### src/hvsg_pkg.sv
// constants and types for the hv-sense gpio interlock
package hvsg_pkg;
  localparam int CLK_MHZ = 50;
  localparam int FILT_W = 12;

  // filter and blanking times in microseconds, typical figures
  localparam int WAKE_FILT_US = 16;
  localparam int WAKE_FILT_MIN_US = 13;
  localparam int WAKE_FILT_MAX_US = 20;
  localparam int WAKE_BLANK_US = 30;
  localparam int WAKE_BLANK_MIN_US = 24;
  localparam int WAKE_BLANK_MAX_US = 40;
  localparam int OC_FILT_US = 26;
  localparam int OC_FILT_MIN_US = 20;
  localparam int OC_FILT_MAX_US = 32;
  localparam int OL_FILT_US = 64;
  localparam int OL_FILT_MIN_US = 51;
  localparam int OL_FILT_MAX_US = 80;

  localparam logic [FILT_W-1:0] WAKE_FILT_CYC = FILT_W'(WAKE_FILT_US * CLK_MHZ);
  localparam logic [FILT_W-1:0] WAKE_BLANK_CYC = FILT_W'(WAKE_BLANK_US * CLK_MHZ);
  localparam logic [FILT_W-1:0] OC_FILT_CYC = FILT_W'(OC_FILT_US * CLK_MHZ);
  localparam logic [FILT_W-1:0] OL_FILT_CYC = FILT_W'(OL_FILT_US * CLK_MHZ);
  localparam logic [FILT_W-1:0] CNT_ONE = 12'h001;
  localparam logic [FILT_W-1:0] CNT_ZERO = 12'h000;

  // filter slots
  localparam int FI_WAKE = 0;
  localparam int FI_OC = 1;
  localparam int FI_OL = 2;
  localparam int FI_NUM = 3;

  // pin function codes
  typedef enum logic [2:0] {
    PF_FO = 3'h0,
    PF_WAKE = 3'h1,
    PF_HS_CS = 3'h3,
    PF_OFF = 3'h4,
    PF_LS = 3'h6,
    PF_HS = 3'h7
  } hvsg_func_t;
  localparam hvsg_func_t FUNC_RST = PF_FO;

  // wake pull configuration codes
  localparam logic [1:0] PULL_NONE = 2'h0;
  localparam logic [1:0] PULL_DN = 2'h1;
  localparam logic [1:0] PULL_UP = 2'h2;
  localparam logic [1:0] PULL_RST = 2'h0;
endpackage

### src/hvsg_filt_if.sv
// link between the interlock and its persistence filters
`timescale 1ns/1ps
interface hvsg_filt_if;
  logic raw;
  logic en;
  logic level;
  modport flt (input raw, input en, output level);
  modport usr (output raw, output en, input level);
endinterface

### src/hvsg_filter.sv
// persistence filter counted on the system clock
`timescale 1ns/1ps
module hvsg_filter #(
  parameter logic [11:0] CNT = 12'h001,
  parameter bit HOLD_OFF = 1'b1
) (
  input wire logic clk_sys,
  input wire logic resetn,
  hvsg_filt_if.flt f
);
  import hvsg_pkg::*;

  logic [FILT_W-1:0] cnt_r, cnt_nxt;
  logic level_r, level_nxt;

  always_comb begin
    cnt_nxt = CNT_ZERO;
    level_nxt = level_r;
    if (!f.en) begin
      // switch filters forget, the wake filter keeps its last level as reference
      level_nxt = HOLD_OFF ? level_r : 1'b0;
    end else if (f.raw != level_r) begin
      if (cnt_r == CNT - CNT_ONE) begin
        level_nxt = f.raw;
      end else begin
        cnt_nxt = cnt_r + CNT_ONE;
      end
    end
  end

  always_ff @(posedge clk_sys or negedge resetn) begin
    if (!resetn) begin
      cnt_r <= CNT_ZERO;
      level_r <= 1'b0;
    end else begin
      cnt_r <= cnt_nxt;
      level_r <= level_nxt;
    end
  end

  assign f.level = level_r;
endmodule

### src/hvsg_interlock.sv
// hv-sense interlock, wake gating and diagnostic filters of the fail/gpio pin
`timescale 1ns/1ps
// Function
// - sensing on: wake pull sources off, internal wake signal blocked.
// - sensing on: wake pull writes stored but have no effect.
// - pin function writes refused while sensing enable is one.
// - sensing enable refused with error while pin is fail output.
// - sensing on: wake detection off, wake event and level status frozen.
// - sensing on and gpio wake only source: sleep gives error and restart.
// - wake input level changes filtered 16 us before acceptance.
// - wake detection blanked 30 us after enabling wake input.
// - overcurrent must persist 26 us before switch shutdown.
// - high-side on-state open load must persist 64 us before report.
// - all filter and blanking times counted on the internal clock.
// - sensing on: fail output, its test and gpio unavailable; attempts flag error.
module hvsg_interlock (
  input wire logic clk_sys,
  input wire logic resetn,
  input wire logic func_wr,
  input wire hvsg_pkg::hvsg_func_t func_wdata,
  input wire logic pull_wr,
  input wire logic [1:0] pull_wdata,
  input wire logic sense_wr,
  input wire logic sense_wdata,
  input wire logic fo_test_wr,
  input wire logic fo_test_wdata,
  input wire logic cmd_error_clr,
  input wire logic wake_event_clr,
  input wire logic flags_clr,
  input wire logic sleep_req,
  input wire logic gpio_wake_only,
  input wire logic fail_event,
  input wire logic sw_drive,
  input wire logic gpio_level_in,
  input wire logic hv_wake_pin_in,
  input wire logic oc_detect,
  input wire logic ol_detect,
  output hvsg_pkg::hvsg_func_t pin_func,
  output logic [1:0] wake_pull_config,
  output logic hv_sense_enable,
  output logic fail_output_test,
  output logic pull_up_en,
  output logic pull_dn_en,
  output logic hv_wake_sig,
  output logic wake_event_status,
  output logic wake_level_status,
  output logic cmd_error,
  output logic oc_flag,
  output logic ol_flag,
  output logic ls_on,
  output logic hs_on,
  output logic fail_output,
  output logic sleep_ack,
  output logic restart_req
);
  import hvsg_pkg::*;

  function automatic logic [FILT_W-1:0] filt_cnt(input int idx);
    logic [FILT_W-1:0] c;
    c = WAKE_FILT_CYC;
    if (idx == FI_OC) begin
      c = OC_FILT_CYC;
    end else if (idx == FI_OL) begin
      c = OL_FILT_CYC;
    end
    return c;
  endfunction

  function automatic logic is_switch(input hvsg_func_t fn);
    return (fn == PF_LS) || (fn == PF_HS) || (fn == PF_HS_CS);
  endfunction

  hvsg_func_t func_r, func_nxt;
  logic [1:0] pull_r, pull_nxt;
  logic sense_r, sense_nxt;
  logic fo_test_r, fo_test_nxt;
  logic cmd_err_r, cmd_err_nxt;
  logic wk_evt_r, wk_evt_nxt;
  logic wk_lvl_r, wk_lvl_nxt;
  logic prev_lvl_r, prev_lvl_nxt;
  logic wk_act_r, wk_act_nxt;
  logic blank_r, blank_nxt;
  logic [FILT_W-1:0] blank_cnt_r, blank_cnt_nxt;
  logic oc_r, oc_nxt;
  logic ol_r, ol_nxt;
  logic sleep_ack_r, sleep_ack_nxt;
  logic restart_r, restart_nxt;

  logic wk_act;
  logic sw_on;
  logic err_set;

  hvsg_filt_if fif[FI_NUM] ();

  // one persistence filter each for the wake input and the overcurrent and open load inputs
  for (genvar g = 0; g < FI_NUM; g++) begin : g_filt
    hvsg_filter #(
      .CNT(filt_cnt(g)),
      .HOLD_OFF(g == FI_WAKE)
    ) u_filt (
      .clk_sys(clk_sys),
      .resetn(resetn),
      .f(fif[g])
    );
  end

  // wake path only lives while the pin is a wake input and sensing is off
  assign wk_act = (func_r == PF_WAKE) && !sense_r;
  assign sw_on = is_switch(func_r) && !sense_r && sw_drive;

  assign fif[FI_WAKE].raw = gpio_level_in;
  assign fif[FI_WAKE].en = wk_act;
  // diagnosis only during the on-time
  assign fif[FI_OC].raw = oc_detect;
  assign fif[FI_OC].en = sw_on;
  assign fif[FI_OL].raw = ol_detect;
  assign fif[FI_OL].en = sw_on && (func_r == PF_HS);

  always_comb begin
    func_nxt = func_r;
    pull_nxt = pull_r;
    sense_nxt = sense_r;
    fo_test_nxt = fo_test_r;
    err_set = 1'b0;
    sleep_ack_nxt = 1'b0;
    restart_nxt = 1'b0;
    if (pull_wr) begin
      pull_nxt = pull_wdata;
    end
    if (func_wr) begin
      if (sense_r) begin
        err_set = 1'b1;
      end else begin
        func_nxt = func_wdata;
      end
    end
    // sensing may not start over a fail output
    if (sense_wr) begin
      if (sense_wdata && !sense_r && func_r == PF_FO) begin
        err_set = 1'b1;
      end else begin
        sense_nxt = sense_wdata;
      end
    end
    // fail output test refused during sensing
    if (fo_test_wr) begin
      if (sense_r && fo_test_wdata) begin
        err_set = 1'b1;
      end else begin
        fo_test_nxt = fo_test_wdata;
      end
    end
    // filtered overcurrent turns the switch off
    if (fif[FI_OC].level) begin
      func_nxt = PF_OFF;
    end
    // sleep would leave no wake source
    if (sleep_req) begin
      if (sense_r && gpio_wake_only) begin
        err_set = 1'b1;
        restart_nxt = 1'b1;
      end else begin
        sleep_ack_nxt = 1'b1;
      end
    end
    // set wins over clear
    cmd_err_nxt = err_set || (cmd_err_r && !cmd_error_clr);
  end

  always_ff @(posedge clk_sys or negedge resetn) begin
    if (!resetn) begin
      func_r <= FUNC_RST;
      pull_r <= PULL_RST;
      sense_r <= 1'b0;
      fo_test_r <= 1'b0;
      cmd_err_r <= 1'b0;
      sleep_ack_r <= 1'b0;
      restart_r <= 1'b0;
    end else begin
      func_r <= func_nxt;
      pull_r <= pull_nxt;
      sense_r <= sense_nxt;
      fo_test_r <= fo_test_nxt;
      cmd_err_r <= cmd_err_nxt;
      sleep_ack_r <= sleep_ack_nxt;
      restart_r <= restart_nxt;
    end
  end

  always_comb begin
    wk_act_nxt = wk_act;
    prev_lvl_nxt = fif[FI_WAKE].level;
    blank_nxt = blank_r;
    blank_cnt_nxt = blank_cnt_r;
    wk_lvl_nxt = wk_lvl_r;
    // blanking restarts on every activation, also after sensing ends
    if (wk_act && !wk_act_r) begin
      blank_nxt = 1'b1;
      blank_cnt_nxt = CNT_ZERO;
    end else if (blank_r) begin
      if (!wk_act || blank_cnt_r == WAKE_BLANK_CYC - CNT_ONE) begin
        blank_nxt = 1'b0;
        blank_cnt_nxt = CNT_ZERO;
      end else begin
        blank_cnt_nxt = blank_cnt_r + CNT_ONE;
      end
    end
    if (wk_act) begin
      wk_lvl_nxt = fif[FI_WAKE].level;
    end
    // event only on a filtered change outside blanking
    wk_evt_nxt = (wk_act && !blank_r && fif[FI_WAKE].level != prev_lvl_r)
      || (wk_evt_r && !wake_event_clr);
    oc_nxt = fif[FI_OC].level || (oc_r && !flags_clr);
    ol_nxt = fif[FI_OL].level || (ol_r && !flags_clr);
  end

  always_ff @(posedge clk_sys or negedge resetn) begin
    if (!resetn) begin
      wk_act_r <= 1'b0;
      prev_lvl_r <= 1'b0;
      blank_r <= 1'b0;
      blank_cnt_r <= CNT_ZERO;
      wk_lvl_r <= 1'b0;
      wk_evt_r <= 1'b0;
      oc_r <= 1'b0;
      ol_r <= 1'b0;
    end else begin
      wk_act_r <= wk_act_nxt;
      prev_lvl_r <= prev_lvl_nxt;
      blank_r <= blank_nxt;
      blank_cnt_r <= blank_cnt_nxt;
      wk_lvl_r <= wk_lvl_nxt;
      wk_evt_r <= wk_evt_nxt;
      oc_r <= oc_nxt;
      ol_r <= ol_nxt;
    end
  end

  assign pin_func = func_r;
  assign wake_pull_config = pull_r;
  assign hv_sense_enable = sense_r;
  assign fail_output_test = fo_test_r;
  // pull sources follow the stored setting only without sensing
  assign pull_up_en = !sense_r && pull_r == PULL_UP;
  assign pull_dn_en = !sense_r && pull_r == PULL_DN;
  // wake signal gated at the source
  assign hv_wake_sig = hv_wake_pin_in && !sense_r;
  assign wake_event_status = wk_evt_r;
  assign wake_level_status = wk_lvl_r;
  assign cmd_error = cmd_err_r;
  assign oc_flag = oc_r;
  assign ol_flag = ol_r;
  assign ls_on = sw_on && func_r == PF_LS;
  assign hs_on = sw_on && func_r != PF_LS;
  assign fail_output = func_r == PF_FO && !sense_r && (fail_event || fo_test_r);
  assign sleep_ack = sleep_ack_r;
  assign restart_req = restart_r;
endmodule

### config.mk
export PLATFORM = sky130hd
export DESIGN_NAME = hvsg_interlock
export DESIGN_NICKNAME = d
export VERILOG_FILES = /design/src/hvsg_pkg.sv /design/src/hvsg_filt_if.sv /design/src/hvsg_filter.sv /design/src/hvsg_interlock.sv
export SDC_FILE = /design/constraint.sdc
export NUM_CORES = 1
export LEC_CHECK = 0
export BUFFER_PORTS_ARGS = -buffer_cell sky130_fd_sc_hd__buf_2
export CAP_MARGIN = 20
export CORE_AREA = 2 2 86 88
export CTS_CLUSTER_SIZE = 24
export DETAILED_ROUTE_END_ITERATION = 8
export DIE_AREA = 0 0 88 90
export GPL_TIMING_DRIVEN = 1
export PLACE_DENSITY = 0.78
export SETUP_SLACK_MARGIN = 0.15
export SYNTH_ARGS = -nofsm -noshare
export SYNTH_HDL_FRONTEND = slang
export SYNTH_SLANG_ARGS = --single-unit
export TNS_END_PERCENT = 5
### constraint.sdc
create_clock -name clk_sys -period 5.2 [get_ports clk_sys]
set_clock_uncertainty 0.1 [all_clocks]
set_input_delay 0.52 -clock clk_sys [delete_from_list [all_inputs] [get_ports clk_sys]]
set_output_delay 0.52 -clock clk_sys [all_outputs]
set_load 0.03 [all_outputs]
==> results.ini, run 1 <==
[run_status]
status=finished, final reports clean

[synth]
ys.flop_type=dfrtp_1
yosysWarnings=0
synth-seq-cells=68
mappedNetlistArea_mm2=0.00338
synth-edff-count=0
async_flop_share_pct=100
ys_types=46
synth_top_area_cell=dfrtp_1
netlist.area_leader.share_pct=50.3
syn_area_per_cell_um2=9.84
synth_area_leaders=dfrtp_1, nor2_1, xnor2_1, xor2_1, nand3_1
synth_seq_area_share_pct=50.3
syn_inst=344
syn-num-nets=372

[die]
dieArea_mm2=0.00792
core_mm2=0.00702
die_h_um=90
start_util_pct=48.2
num_rows=31
die_w_um=88
io_pins=44

[global_routing]
grt_usage_pct=18.1
grt_pass1_vias=2633
grt_overflow=0
grt_max_degree=69
antenna_found_initial=0
grt_pass1_wl_mm=11.4

[layout]
layout_commonest_cell=dfrtp_1
final_cell_mix=dfrtp_1, nor2_1, buf_2
finalNetCount=418
drive_above_1_share_pct=16.7
n_antenna_cell=0
fin_cells=494
area_growth_pct=14.3

[worst_setup_path]
critPathMaxFanout=18
endpoint_kind=register
start_kind=register
worstPathArrival_ns=2.61
crit_type=register to register
critical_path_required_ns=5.37
rr_worst_depth=4

[clock_network]
cts-resized-gates=0
cts_buffer_depth=2
clkTransAtPathRegs_ns=0.08
insertion_delay_ns=0.35
cts_tree=done
cts_root_buf=clkbuf_8
holdBufCountCts=0
postCtsSetupBuffers=0
numCtsBuffers=9
h-tree-depth=3
clock-sinks=68

[power_and_ir_drop]
peakVddDrop_v=0.000169
cellPowerDensity_mw_per_mm2=284
p_leak_nw=1.68

[sta]
setup_tns_ns=0
drv_slew=0
finalCritPeriodShare_pct=46.8
finalSetupViolCount=0
final_hold_viol_count=0
rsz0062_at_grt=false
tightest_slew_ns=0.840
min_period_ns=2.43
slew_headroom_pct=44.0
fmax_mhz=411

[drt]
via_per_inst=5.34
antenna_left=0
via_count=2640
first_iter_violations=162
wl_per_cell_um=13.3
routed_wl_mm=6.58
drt_first_pass_iters=4
drc=0

[placed_design]
numPlacedInstances=478
dp_hpwl_mm=4.64
port_buffers=43
routabilityCongestion=0.823

[min_path]
hold_path.class=primary input to asynchronous set/reset pin

[flow_run]
maxCapViolCount=0

## final cells by class
cell class	instances	area (um^2)
Fill cell	624	3150
Sequential cell	68	1700
Clock buffer	11	151
Timing Repair Buffer	44	223
Inverter	22	82.6
Clock inverter	5	36.3
Tap cell	99	124
Multi-Input combinational cell	245	1550
## stage by stage
| stage | utilization (%) | total power [mW] | setup WS [ns] | hold slack, ns | instance area [um^2] |
|---|---|---|---|---|---|
| 3_5_place_dp | 52.4 | 0.709 | 2.80 | 0.360 | 3680 |
| 5_1_grt | 55.1 | 1.15 | 2.62 | 0.253 | 3870 |
| 3_3_place_gp | 52.4 | 0.705 | 2.87 | 0.356 | 3680 |
| 6_report | 55.1 | 1.10 | 2.77 | 0.262 | 3870 |
| 4_1_cts | 55.1 | 1.11 | 2.78 | 0.252 | 3870 |
| 2_1_floorplan | - | 0.660 | 3.03 | 0.124 | 3380 |
## critical path, stage by stage (launching register included)
cell and delay (ns):
dfrtp_1 0.47, or4b_4 0.67, a311oi_4 0.73, a41oi_1 0.22
a31oi_1 0.18
## cell families (layout without fill, tap and decap cells)
group	Yosys count	count (layout)	synth area share, %
and+or+nand+nor	157	157	24.7
DFF	68	68	50.3
AOI/OAI and AO/OA	45	45	9.13
xor gates and xnor gates	32	32	8.28
buffers and inverters	31	82	3.92
muxes	7	7	2.18
adders and majority gates	4	4	1.48
## where the power goes
part | switching, mW | internal (mW) | total, mW
combinational | 0.0862 | 0.0394 | 0.126
clock | 0.203 | 0.199 | 0.401
sequential | 0.0270 | 0.544 | 0.571
total | 0.316 | 0.782 | 1.10
## cell usage after synthesis, drive strengths merged (4+ instances only)
master,count
nand3,19
a31oi,10
xor2,11
and4,4
nand2,18
o211ai,6
nand4,14
inv,22
and3,7
o21ai,6
a21oi,11
nor2,50
dfrtp,68
ha,4
nor3,8
nor2b,4
mux2i,4
nand3b,6
xnor2,21
clkbuf,6
nor4,6
## final timing paths
check,startpoint,end,slack (ns)
setup / recovery,pin_func[2],blank_cnt_r[8],2.77
hold / removal,resetn,g_filt[0].u_filt.cnt_r[10],0.26
setup reg to reg,pin_func[2],blank_cnt_r[8],2.77
hold reg to reg,oc_flag,oc_flag,0.37
max in group asynchronous,resetn,g_filt[2].u_filt.cnt_r[7],4.20
min in group clk_sys,fo_test_wr,fail_output_test,0.26
## sequential cells by signal (all words and copies together), names as in the netlist, 2 cells and up
name / flops
g_filt.u_filt.f.level: 3
wake_pull_config: 2
pin_func: 3
blank_cnt_r: 12
g_filt.u_filt.cnt_r: 36
## per-layer routing
| layer | up-vias | GRT usage, % | part of all wire, % |
|---|---|---|---|
| met1 | 1263 | 23.5 | 46 |
| met4 | 0 | 8.46 | 1.8 |
| met3 | 11 | 3.67 | 3.9 |
| li1 | 1302 | - | - |
| met2 | 64 | 28.9 | 48 |
| met5 | - | 0 | 0 |
Note: power is estimated with default switching activity, not from simulation.
==> run 2: changes to the inputs <==
clock period = 2.3 ns   (was 5.2 ns; I/O delays follow)
==> results.ini, run 2 (same netlist as run 1, synthesis figures left out) <==
[layout]
n_antenna_cell=0
final_cell_mix=dfrtp_1, nor2_1, buf_2
drive_above_1_share_pct=19.4
reg.largest.list=g_filt.u_filt.cnt_r: 36 flops, blank_cnt_r: 12 flops
area_growth_pct=19.9
finalNetCount=436
layout_commonest_cell=dfrtp_1
stdcell_area_mm2=0.00406
largest_reg_flops=36
fin_util_pct=57.8
top_register=g_filt.u_filt.cnt_r

[drt]
first_iter_violations=133
drt_first_pass_iters=4
drc=0
via_per_inst=5.37
wl_per_cell_um=14.1
routed_wl_mm=7.22
antenna_left=0
via_count=2747

[power_and_ir_drop]
intPower_mw=1.92
p_clk_share_pct=38.5
peakVddDrop_v=0.000340
p_sw_mw=0.749
cellPowerDensity_mw_per_mm2=659
p_leak_nw=1.78
swShare_pct=28.0
seq_power_share_pct=46.9
p_comb_share_pct=14.6

[die]
core_mm2=0.00702
io_pins=44
die_h_um=90
dieArea_mm2=0.00792
die_w_um=88
num_rows=31
start_util_pct=48.2

[placed_design]
port_buffers=43
placed_area_mm2=0.00378
routabilityCongestion=0.906
dp_hpwl_mm=5.06
place_ws_ns=0.284

[global_routing]
grt_pass1_vias=2676
grt_usage_pct=19.9
grt_pass1_wl_mm=12.4
grt_max_degree=45
antenna_found_initial=0
grt_overflow=0

[clock_network]
cts_tree=done
numCtsBuffers=9
insertion_delay_ns=0.35
clock-sinks=68
h-tree-depth=3
cts_root_buf=clkbuf_8
clkTransAtPathRegs_ns=0.07
cts_buffer_depth=2

[sta]
tightest_slew_ns=0.610
finalSetupViolCount=0
final_hold_viol_count=0
fin_ws_ns=0.229
drv_slew=0
fmax_mhz=483
finalCritPeriodShare_pct=90.1
min_period_ns=2.07
slew_headroom_pct=59.3
setup_tns_ns=0
rsz0062_at_grt=true

[worst_setup_path]
crit_start=pin_func[2]
crit_type=register to output port
cp_cell_sequence=buf_4 -> nor4_2 -> o21a_1 -> buf_2
max_stage_delay_ns=0.47
rr_endpoint=blank_cnt_r[7]
endpoint_kind=output port
start_kind=register
r2r_slack_ns=0.27
critPathMaxFanout=8
endpoint=fail_output
rr_worst_depth=5
cp_slowest_cell=nor4_2
worstPathArrival_ns=1.74
rr_startpoint=pin_func[2]
critical_path_required_ns=1.97

[flow_run]
maxCapViolCount=0

[run_status]
status=finished, final reports clean

[min_path]
hold_path.class=primary input to register

## run 2: worst min-delay path by stage
stage / slack, ns / cells past startpoint / start / to
2_1_floorplan: -0.17 / 0 / resetn / blank_cnt_r[0]
3_3_place_gp: 0.16 / 1 / resetn / blank_cnt_r[6]
3_5_place_dp: 0.17 / 1 / resetn / blank_cnt_r[6]
4_1_cts: 0.0002 / 2 / func_wdata[2] / pin_func[2]
5_1_grt: 0.001 / 2 / func_wdata[2] / pin_func[2]
6_report: 0.008 / 2 / func_wdata[2] / pin_func[2]
## run 2: critical path, delay by kind of cell, from the launching register on
family / cells / cell delay (ns)
AOI/OAI and AO/OA: 1 / 0.18
buffers and inverters: 2 / 0.36
DFF: 1 / 0.39
and+or+nand+nor: 1 / 0.47
## run 2: layout make-up
class,instances,area [um^2]
timing repair buffer,62,383
sequential,68,1700
clock inverter,5,58.8
clock buffer,11,151
inverter,22,82.6
multi-input combinational,245,1560
fill,601,2960
tap,99,124
## run 2: metrics by stage
step	instances	power [mW]	hold WS [ns]
CTS	510	2.69	0.000228
global placement	489	1.65	0.161
detailed placement	489	1.65	0.165
global route	512	2.79	0.00134
finish	512	2.67	0.00847
floorplan	344	1.49	-0.166
## run 2: power groups by stage
stage | clock, mW | sequential, mW | combinational [mW]
final | 1.03 | 1.25 | 0.389
after global routing | 1.11 | 1.26 | 0.419
after CTS | 1.04 | 1.25 | 0.389
after detailed placement | 0 | 1.28 | 0.377
after global placement | 0 | 1.27 | 0.371
after floorplan | 0 | 1.35 | 0.145
## run 2: timing repair
action / 4_1_cts / 5_1_grt
hold buffers: 5 / 0
pin swaps: 0 / 1
resized for setup: 1 / 0
setup buffers: 0 / 2
setup endpoints to repair: 1 / 4
hold endpoints to repair: 28 / 0
## run 2: layer usage
layer	GRT usage [%]	vias to the layer above	wire length (um)
met5	0	-	0
met4	8.08	0	140
met3	4.50	12	380
met2	31.0	76	3560
met1	26.6	1321	3140
li1	-	1338	-
